==> config.mk <==
export PLATFORM = sky130hd
export DESIGN_NAME = cptlv_top
export DESIGN_NICKNAME = d
export VERILOG_FILES = /design/src/cptlv_pkg.sv /design/src/cptlv_top.sv
export SDC_FILE = /design/constraint.sdc
export NUM_CORES = 1
export LEC_CHECK = 0
export BUFFER_PORTS_ARGS = -buffer_cell sky130_fd_sc_hd__buf_2
export CAP_MARGIN = 10
export CELL_PAD_IN_SITES_DETAIL_PLACEMENT = 2
export CELL_PAD_IN_SITES_GLOBAL_PLACEMENT = 2
export CORE_UTILIZATION = 29
export DETAILED_ROUTE_END_ITERATION = 6
export GPL_ROUTABILITY_DRIVEN = 1
export PLACE_DENSITY_LB_ADDON = 0.1
export SYNTH_ARGS = -nofsm -noshare
export SYNTH_HDL_FRONTEND = slang
export SYNTH_SLANG_ARGS = --single-unit
==> constraint.sdc <==
create_clock -name hclk -period 2.6 [get_ports hclk]
set_input_delay 0.52 -clock hclk [delete_from_list [all_inputs] [get_ports hclk]]
set_output_delay 0.52 -clock hclk [all_outputs]
set_load 0.01 [all_outputs]
==> src/cptlv_pkg.sv <==
// Package for the proprietary-information object builder.
// Assumes a single 200 MHz clock domain and AHB-Lite register access.
`default_nettype none
package cptlv_pkg;
  // Tags and fixed lengths of the built objects
  localparam logic [7:0] TAG_CHAR  = 8'h80;
  localparam logic [7:0] TAG_POWER = 8'h81;
  localparam logic [7:0] TAG_MINCK = 8'h82;
  localparam logic [7:0] TAG_AVAIL = 8'h83;
  localparam logic [7:0] TAG_FDET  = 8'h84;
  localparam logic [7:0] TAG_RSV   = 8'h85;
  localparam logic [7:0] TAG_MAXSZ = 8'h86;
  localparam logic [7:0] TAG_SYSC  = 8'h87;
  localparam logic [7:0] LEN_ONE   = 8'h01;
  localparam logic [7:0] LEN_THREE = 8'h03;
  localparam logic [7:0] LEN_SIZE  = 8'h02;
  // Value coding limits
  localparam logic [5:0] CUR_MAX   = 6'h3C;
  localparam logic [7:0] FREQ_NONE = 8'hFF;
  // Register byte offsets
  localparam logic [7:0] OFS_CTRL  = 8'h00;
  localparam logic [7:0] OFS_CHAR  = 8'h04;
  localparam logic [7:0] OFS_POWER = 8'h08;
  localparam logic [7:0] OFS_MINCK = 8'h0C;
  localparam logic [7:0] OFS_SIZE  = 8'h10;
  localparam logic [7:0] OFS_RSV   = 8'h14;
  localparam logic [7:0] OFS_STAT  = 8'h18;
  localparam logic [7:0] OFS_MISC  = 8'h1C;
  // Reset values
  localparam logic [31:0] RST_ZERO = 32'h0000_0000;
  localparam logic [7:0]  RST_FREQ = 8'hFF;
  // Object sequencer states
  typedef enum logic [3:0] {
    S_IDLE  = 4'b0000,
    S_CHAR  = 4'b0001,
    S_POWER = 4'b0010,
    S_MINCK = 4'b0011,
    S_AVAIL = 4'b0100,
    S_FDET  = 4'b0101,
    S_RSV   = 4'b0110,
    S_MAXSZ = 4'b0111,
    S_SYSC  = 4'b1000
  } cptlv_state_type;
endpackage
`default_nettype wire

==> src/cptlv_top.sv <==
// Builder of the proprietary-information objects streamed by the card.
// Assumes AHB-Lite master on hclk; byte stream sink on the same clock.
//
// The AHB-Lite register port and the placing of the registers were decided locally.
`timescale 1ns/100ps
`default_nettype none

////////////////////////////////////////////////////////////////////////////
module cptlv_top #(
  parameter int MINCK_N = 2               // Minimum clock objects held
) (
  input  wire logic        hclk,          // Clock, 200 MHz
  input  wire logic        hresetn,       // Async reset, active low
  input  wire logic        hsel,          // Slave select
  input  wire logic [31:0] haddr,         // Address
  input  wire logic [1:0]  htrans,        // Transfer type
  input  wire logic        hwrite,        // Write strobe
  input  wire logic [2:0]  hsize,         // Transfer size
  input  wire logic [31:0] hwdata,        // Write data
  input  wire logic        hready,        // Bus ready in
  output logic      [31:0] hrdata,        // Read data
  output logic             hreadyout,     // Slave ready
  output logic             hresp,         // Response, always OKAY
  output logic      [7:0]  tx_byte,       // Object stream byte
  output logic             tx_valid,      // Byte valid
  input  wire logic        tx_ready       // Sink accepts byte
);

  ////////////////////////////////////////////////////////////////////////
  // Byte helpers
  // Clean characteristics byte: reserved bits forced low
  function automatic logic [7:0] char_clean(input logic [7:0] v);
    char_clean = {1'b0, v[6:2], 1'b0, v[0]} & 8'h7D;
  endfunction

  // Current byte: reserved top bits low, 00 raised to 01, over-limit clamped to max
  function automatic logic [7:0] cur_clean(input logic [7:0] v);
    logic [5:0] c;
    c = v[5:0];
    if (c == 6'h00) c = 6'h01;
    else if (c > cptlv_pkg::CUR_MAX) c = cptlv_pkg::CUR_MAX;
    cur_clean = {2'b00, c};
  endfunction

  // Frequency byte: below 1 MHz is meaningless, sent as no indication
  function automatic logic [7:0] freq_clean(input logic [7:0] v);
    freq_clean = (v < 8'h0A) ? cptlv_pkg::FREQ_NONE : v;
  endfunction

  ////////////////////////////////////////////////////////////////////////
  // Registers
  logic [7:0]  char_r,  char_nxt;         // Characteristics byte
  logic [23:0] pwr_r,   pwr_nxt;          // Class, current, ref freq
  logic [7:0]  minck_r [MINCK_N];         // Minimum clock values
  logic [7:0]  minck_nxt [MINCK_N];       // Next minimum clock values
  logic [31:0] size_r,  size_nxt;         // [31:16] avail, [15:0] max
  logic [15:0] rsv_r,   rsv_nxt;          // Reserved size
  logic [15:0] misc_r,  misc_nxt;         // [15:8] sys cmds, [7:0] fdet
  logic [7:0]  ctrl_r,  ctrl_nxt;         // Object enables
  logic        go_r,    go_nxt;           // Start pulse
  logic        wr_r,    wr_nxt;           // Pending write data phase
  logic [7:0]  wa_r,    wa_nxt;           // Latched write address
  logic [15:0] avail_eff;                 // Clamped available count

  // ctrl bits: 0 power,1 minclk,2 avail,3 fdet,4 rsv,5 max,6 sysc
  // Available count limited by maximum size when limit enabled
  assign avail_eff = (ctrl_r[5] && size_r[31:16] > size_r[15:0]) ?
                     size_r[15:0] : size_r[31:16];

  // Bus write decode and register next state
  always_comb begin
    char_nxt  = char_r;
    pwr_nxt   = pwr_r;
    size_nxt  = size_r;
    rsv_nxt   = rsv_r;
    misc_nxt  = misc_r;
    ctrl_nxt  = ctrl_r;
    go_nxt    = 1'b0;
    for (int i = 0; i < MINCK_N; i++) begin
      minck_nxt[i] = minck_r[i];
    end
    wr_nxt = hsel && hready && htrans[1] && hwrite;
    wa_nxt = (hsel && hready && htrans[1]) ? haddr[7:0] : wa_r;
    if (wr_r) begin
      case (wa_r)
        cptlv_pkg::OFS_CTRL: begin
          ctrl_nxt = hwdata[7:0];
          go_nxt   = hwdata[31];
        end
        cptlv_pkg::OFS_CHAR:  char_nxt = char_clean(hwdata[7:0]);
        cptlv_pkg::OFS_POWER: begin
          pwr_nxt = {hwdata[23:16], cur_clean(hwdata[15:8]),
                     freq_clean(hwdata[7:0])};
        end
        cptlv_pkg::OFS_MINCK: begin
          for (int i = 0; i < MINCK_N; i++) begin
            minck_nxt[i] = hwdata[8*i +: 8];
          end
        end
        cptlv_pkg::OFS_SIZE:  size_nxt = hwdata;
        cptlv_pkg::OFS_RSV:   rsv_nxt  = hwdata[15:0];
        cptlv_pkg::OFS_MISC:  misc_nxt = {hwdata[15:8], 7'h00, hwdata[0]};
        default: ;                                      // Unmapped ignored
      endcase
    end
  end

  // Register storage
  always_ff @(posedge hclk or negedge hresetn) begin
    if (!hresetn) begin
      char_r <= 8'h00;
      pwr_r  <= {16'h0001, cptlv_pkg::RST_FREQ};
      for (int i = 0; i < MINCK_N; i++) begin
        minck_r[i] <= cptlv_pkg::RST_FREQ;
      end
      size_r <= cptlv_pkg::RST_ZERO;
      rsv_r  <= 16'h0000;
      misc_r <= 16'h0000;
      ctrl_r <= 8'h00;
      go_r   <= 1'b0;
      wr_r   <= 1'b0;
      wa_r   <= 8'h00;
    end else begin
      char_r <= char_nxt;
      pwr_r  <= pwr_nxt;
      for (int i = 0; i < MINCK_N; i++) begin
        minck_r[i] <= minck_nxt[i];
      end
      size_r <= size_nxt;
      rsv_r  <= rsv_nxt;
      misc_r <= misc_nxt;
      ctrl_r <= ctrl_nxt;
      go_r   <= go_nxt;
      wr_r   <= wr_nxt;
      wa_r   <= wa_nxt;
    end
  end

  ////////////////////////////////////////////////////////////////////////
  // Object sequencer
  cptlv_pkg::cptlv_state_type st_r, st_nxt; // Current object
  logic [2:0]  idx_r, idx_nxt;             // Byte index in object
  logic [7:0]  obj_r, obj_nxt;             // Minimum clock object index
  logic [7:0]  byte_c;                     // Byte of current object
  logic [2:0]  last_c;                     // Last index of object
  logic [7:0]  txb_r, txb_nxt;             // Registered output byte
  logic        txv_r, txv_nxt;             // Registered valid
  logic        busy;                       // Sequence running

  assign busy = (st_r != cptlv_pkg::S_IDLE);

  // Next enabled object after the given one; a loop, not recursion
  function automatic cptlv_pkg::cptlv_state_type next_obj(
    input cptlv_pkg::cptlv_state_type s, input logic [7:0] en);
    logic found;                           // First enabled one seen
    found    = 1'b0;
    next_obj = cptlv_pkg::S_IDLE;
    // Object codes 2..8 follow the characteristics; enable bit is code-2
    for (int n = 2; n <= 8; n++) begin
      if (!found && n > int'(s) && en[n-2]) begin
        next_obj = cptlv_pkg::cptlv_state_type'(4'(n));
        found    = 1'b1;
      end
    end
    if (s == cptlv_pkg::S_IDLE) next_obj = cptlv_pkg::S_CHAR;
  endfunction

  // Byte selection for each object, tag and length first
  always_comb begin
    byte_c = 8'h00;
    last_c = 3'd2;
    case (st_r)
      cptlv_pkg::S_CHAR: begin
        byte_c = (idx_r == 3'd0) ? cptlv_pkg::TAG_CHAR :
                 (idx_r == 3'd1) ? cptlv_pkg::LEN_ONE : char_r;
      end
      cptlv_pkg::S_POWER: begin
        last_c = 3'd4;
        case (idx_r)
          3'd0:    byte_c = cptlv_pkg::TAG_POWER;
          3'd1:    byte_c = cptlv_pkg::LEN_THREE;
          3'd2:    byte_c = pwr_r[23:16];
          3'd3:    byte_c = pwr_r[15:8];
          default: byte_c = pwr_r[7:0];
        endcase
      end
      cptlv_pkg::S_MINCK: begin
        byte_c = (idx_r == 3'd0) ? cptlv_pkg::TAG_MINCK :
                 (idx_r == 3'd1) ? cptlv_pkg::LEN_ONE :
                 minck_r[obj_r[$clog2(MINCK_N)-1:0]];
      end
      cptlv_pkg::S_AVAIL: begin
        last_c = 3'd3;
        byte_c = (idx_r == 3'd0) ? cptlv_pkg::TAG_AVAIL :
                 (idx_r == 3'd1) ? cptlv_pkg::LEN_SIZE :
                 (idx_r == 3'd2) ? avail_eff[15:8] : avail_eff[7:0];
      end
      cptlv_pkg::S_FDET: begin
        byte_c = (idx_r == 3'd0) ? cptlv_pkg::TAG_FDET :
                 (idx_r == 3'd1) ? cptlv_pkg::LEN_ONE :
                 {7'h00, misc_r[0]};
      end
      cptlv_pkg::S_RSV: begin
        last_c = 3'd3;
        byte_c = (idx_r == 3'd0) ? cptlv_pkg::TAG_RSV :
                 (idx_r == 3'd1) ? cptlv_pkg::LEN_SIZE :
                 (idx_r == 3'd2) ? rsv_r[15:8] : rsv_r[7:0];
      end
      cptlv_pkg::S_MAXSZ: begin
        last_c = 3'd3;
        byte_c = (idx_r == 3'd0) ? cptlv_pkg::TAG_MAXSZ :
                 (idx_r == 3'd1) ? cptlv_pkg::LEN_SIZE :
                 (idx_r == 3'd2) ? size_r[15:8] : size_r[7:0];
      end
      cptlv_pkg::S_SYSC: begin
        byte_c = (idx_r == 3'd0) ? cptlv_pkg::TAG_SYSC :
                 (idx_r == 3'd1) ? cptlv_pkg::LEN_ONE : misc_r[15:8];
      end
      default: byte_c = 8'h00;                                    // Idle
    endcase
  end

  // Sequencer next state: one byte per accepted handshake
  always_comb begin
    st_nxt  = st_r;
    idx_nxt = idx_r;
    obj_nxt = obj_r;
    txb_nxt = txb_r;
    txv_nxt = txv_r;
    if (txv_r && tx_ready) begin
      txv_nxt = 1'b0;                      // Byte taken
    end
    if (!busy) begin
      if (go_r) begin
        st_nxt  = cptlv_pkg::S_CHAR;
        idx_nxt = 3'd0;
        obj_nxt = 8'h00;
      end
    end else if (!txv_r || tx_ready) begin
      txb_nxt = byte_c;
      txv_nxt = 1'b1;
      if (idx_r == last_c) begin
        idx_nxt = 3'd0;
        if (st_r == cptlv_pkg::S_MINCK &&
            obj_r < 8'(MINCK_N - 1)) begin
          obj_nxt = obj_r + 8'h01;
        end else begin
          obj_nxt = 8'h00;
          st_nxt  = next_obj(st_r, ctrl_r);
        end
      end else begin
        idx_nxt = idx_r + 3'd1;
      end
    end
  end

  // Sequencer registers
  always_ff @(posedge hclk or negedge hresetn) begin
    if (!hresetn) begin
      st_r  <= cptlv_pkg::S_IDLE;
      idx_r <= 3'd0;
      obj_r <= 8'h00;
      txb_r <= 8'h00;
      txv_r <= 1'b0;
    end else begin
      st_r  <= st_nxt;
      idx_r <= idx_nxt;
      obj_r <= obj_nxt;
      txb_r <= txb_nxt;
      txv_r <= txv_nxt;
    end
  end

  ////////////////////////////////////////////////////////////////////////
  // Read path: registered read data, zero wait states
  logic [31:0] rd_r, rd_nxt;               // Read data register

  always_comb begin
    rd_nxt = rd_r;
    if (hsel && hready && htrans[1] && !hwrite) begin
      case (haddr[7:0])
        cptlv_pkg::OFS_CTRL:  rd_nxt = {24'h000000, ctrl_r};
        cptlv_pkg::OFS_CHAR:  rd_nxt = {24'h000000, char_r};
        cptlv_pkg::OFS_POWER: rd_nxt = {8'h00, pwr_r};
        cptlv_pkg::OFS_MINCK: begin
          rd_nxt = 32'h0000_0000;
          for (int i = 0; i < MINCK_N && i < 4; i++) begin
            rd_nxt[8*i +: 8] = minck_r[i];
          end
        end
        cptlv_pkg::OFS_SIZE:  rd_nxt = size_r;
        cptlv_pkg::OFS_RSV:   rd_nxt = {16'h0000, rsv_r};
        cptlv_pkg::OFS_STAT:  rd_nxt = {16'h0000, avail_eff[7:0],
                                        3'b000, busy, st_r};
        cptlv_pkg::OFS_MISC:  rd_nxt = {16'h0000, misc_r};
        default:              rd_nxt = 32'h0000_0000;   // Unmapped reads 0
      endcase
    end
  end

  // Read data register
  always_ff @(posedge hclk or negedge hresetn) begin
    if (!hresetn) begin
      rd_r <= cptlv_pkg::RST_ZERO;
    end else begin
      rd_r <= rd_nxt;
    end
  end

  assign hrdata    = rd_r;
  assign hreadyout = 1'b1;
  assign hresp     = 1'b0;
  assign tx_byte   = txb_r;
  assign tx_valid  = txv_r;

endmodule // cptlv_top
`default_nettype wire

==> reports/summary.md <==
The first global-routing pass estimated 60,000 µm of wire. The logs give 118 for the number of top-level pins and 2.83 ns for the arrival time of data at the critical path endpoint. The share of the yosys chip area belonging to registers came out at 45.7%. The library cells used most frequently in the layout, excluding fill and tap cells, are dfrtp_1, buf_4, buf_2.

Once detail routing completed, the nets flagged for antenna violations numbered 0. TritonCTS built the clock tree. Counting cells, the worst reg-to-reg path comes to 9. CTS built an H-tree with a depth of 4. The tools report the end of the worst register-to-register path as tx_byte[2]. Detailed routing placed a total of 19,200 µm of wire on met2.

The number of detailed-route iterations in the first pass is 5, and the total met3 wirelength after detailed routing is 1420 µm. The longest clock path from root to sink contains 2 buffers. The clock net sink count was 175. Sorting the synthesized cells by area gives the leading types as dfrtp_1, mux2_2, dfstp_2, mux2_1, mux2i_1. The run gives 8,266 as the via count of the routed design. The largest area contributor in the netlist was dfrtp_1. The run gives 40,500 µm as the final routed wirelength across all metal layers. At the pin with the least slew margin, the transition time is 0.735 ns. The pin count of the biggest net entering global routing is 54. The flip-flop and latch area is 0.00441 mm², and the clock network latency to the later pin of the worst-skew pair is 0.46 ns.

The die covers 0.0340 mm². In this run the critical register-to-register path is launched from size_r[23]. The number of synthesized flops with an enable pin came out at 0. The via count of the first global-routing pass is 8,866, and the via density per instance is 5.33. Across every metal layer, demand over resource in global routing totals 24.8%. The post-detailed-route wirelength per cell works out to 26.1 µm.

Yosys mapped the design onto 70 distinct sky130hd cell types. The critical-path maximum fanout is 6. The synthesized design devotes to its leading area cell type 38.9% of total area.

Placement-stage cell area: 0.0113 mm². The most common flop cell mapped by yosys was dfrtp_1. In the synthesized netlist, the number of instances is 931. The worst setup margin is 0.0790 ns, and the number of fill cells is 3,595. Averaged over all synthesized cells, the footprint is 10.4 µm². The number of pins with negative max-slew slack in the final report came out at 0. Cells with a size suffix above 1 make up 32.2% of the layout. The run finished with clean final reports. The worst setup path is launched from a register. Post-synthesis cell area: 0.00966 mm². In this run the tightest slew margin relative to its limit is 50.6%. Of all flip-flops after synthesis, the portion carrying an async set or reset was 100%.

Of the available clock period, the critical path in the final layout requires 97.0%. The Yosys step of the flow raised 0 warnings. The total overflow left after global routing is 0.

The initial utilization of the core area, before any placement, comes to 29.6%. The worst-case setup slack after placement was -0.0380 ns; the number of placement rows was 66. The run gives 1,029 as the synthesized net count. The worst reg-to-reg setup slack is 0.08 ns. The detailed router finished its first iteration with 658 violations. The tools report the area of the core as 0.0326 mm². The uppermost signal routing layer after detailed routing is met4. The critical path is of the reg2reg type.

The count of buffers inserted at the top-level ports is 87, and the reported leakage power is 5.30 nW. The data required time at the worst endpoint came out at 2.91 ns. For the maximum achievable frequency, the log shows 0.397 GHz. The worst-case IR drop observed on VDD is 458 µV. The TritonCTS buffer count came out at 17. With fillers left out, the area of the finished cells amounts to 0.0121 mm². After clock tree synthesis, the clock-pin slew on the worst setup and hold paths is 0.08 ns. The multi-input combinational cells in the finished layout cover a total of 0.00501 mm². Detailed placement ended at an HPWL of 31,300 µm. For the final setup violation count, the log shows 0.

The tool flagged a number of max-cap violations equal to 0. The power density over the cells works out to 737 mW/mm². The final layout contains 1,193 nets. The clock period minus final worst setup slack works out to 2.52 ns. At the end of routability-driven placement, the weighted congestion stood at 0.874. In this run the worst hold path is classified as in2async.

The library cell used most frequently in the layout, excluding fill and tap cells, is dfrtp_1. On the final layout, the worst clock skew is 0.0115 ns. Type of destination of the critical path: a register.

Die boundary height: 184 µm. The detailed router put a total of 18,700 µm of wire on met1. In this run the worst setup path begins at size_r[23]. The number of synthesized register bits is 175, and the detailed-route DRC error count is 0. The area growth from synthesis to layout is 25.1%. The tools report the end point of the critical path as tx_byte[2]. 0 antenna diodes ended up in the layout. The logs give 1 for the initial antenna violation count and 0 for the final hold violation count. Clock tree root driver cell: clkbuf_16. The die boundary width was 184 µm. The run gives 0.00890 W as the total chip power.
## repair_timing
action                                  4_1_cts  5_1_grt
endpoints found under the setup margin        7       11
cloned                                        0        1
gates resized for setup                       3       14
setup buffers                                 0        2
pin swaps                                     0        8
hold buffers                                  0        0
## layer usage
layer	GRT usage, %	vias to the layer above
met5	0	-
met4	9.07	0
met3	3.46	48
met2	40.0	167
met1	33.7	4319
li1	-	3732
## cells by family (layout without fill, tap and decap cells)
kind of cell               after synthesis  count (layout)  synth area share [%]
and+or+nand+nor                        274             274                  14.4
AOI/OAI and AO/OA                      215             215                  14.8
DFF                                    175             175                  45.7
muxes                                  159             159                  18.3
buffers and inverters                   83             260                  3.68
adders and majority gates               23              23                  2.98
other                                    2               2                0.0778
## final cells by class
| class | instances | area share, % |
|---|---|---|
| tap | 442 | 4.58 |
| inverter | 28 | 0.870 |
| clock inverter | 15 | 1.46 |
| multi-input combinational | 673 | 41.5 |
| clock buffer | 17 | 3.52 |
| sequential | 175 | 36.5 |
| timing repair buffer | 200 | 11.6 |
## stage by stage
step                      hold WS, ns  utilization [%]  instances  TNS, ns
after floorplan                 0.224                -        931        0
after global placement          0.448             34.7       1515        0
after detailed placement        0.455             34.7       1515  -0.0772
after CTS                      0.0608             36.6       1547        0
after global routing           0.0764             37.0       1550  -0.0171
final                          0.0561             37.0       1550        0
## power breakdown
| group | switching, W | internal (W) | total (W) |
|---|---|---|---|
| clock network | 0.00126 | 0.00145 | 0.00271 |
| logic | 0.00171 | 0.00116 | 0.00288 |
| registers | 0.000335 | 0.00298 | 0.00331 |
## critical path, cell delays in order (launching register included)
cell and delay, ns:
dfrtp_1 0.43, ha_4 0.30, nand4_1 0.10, buf_4 0.18, a2111o_1 0.43, a31oi_4 0.22
buf_12 0.16, mux2i_4 0.28, buf_4 0.15, o221ai_1 0.11
## flip-flops by register name, summed over array words and instances (netlist names), 9 cells and up
signal	count
rsv_r	16
minck_r	16
hrdata	32
pwr_r	22
size_r	32
misc_r	9
## synth_stat cells (8+ instances only)
cell      number
clkbuf_1      29
a22oi_1       10
nor3_1        13
o21ai_0       42
nor2_1        85
o22ai_1       10
dfrtp_1      150
buf_2         20
nand2_1       74
inv_1         27
a31oi_1       12
o21ai_1        9
mux2_2        65
dfstp_2       25
mux2i_1       43
ha_1          23
nand3b_1       8
a221oi_1      16
a221o_1        8
nand4_1        8
nand3_1       22
nor2b_1       15
nand2b_1      13
a21oi_1       55
mux2_1        48
## worst min path at each step
stage | to | slack (ns)
after floorplan | char_r[0] | 0.22
after global placement | hrdata[24] | 0.45
after detailed placement | hrdata[28] | 0.45
after CTS | idx_r[1] | 0.06
after global routing | obj_r[5] | 0.08
final | obj_r[5] | 0.06
(Power assumes the default switching activity.)
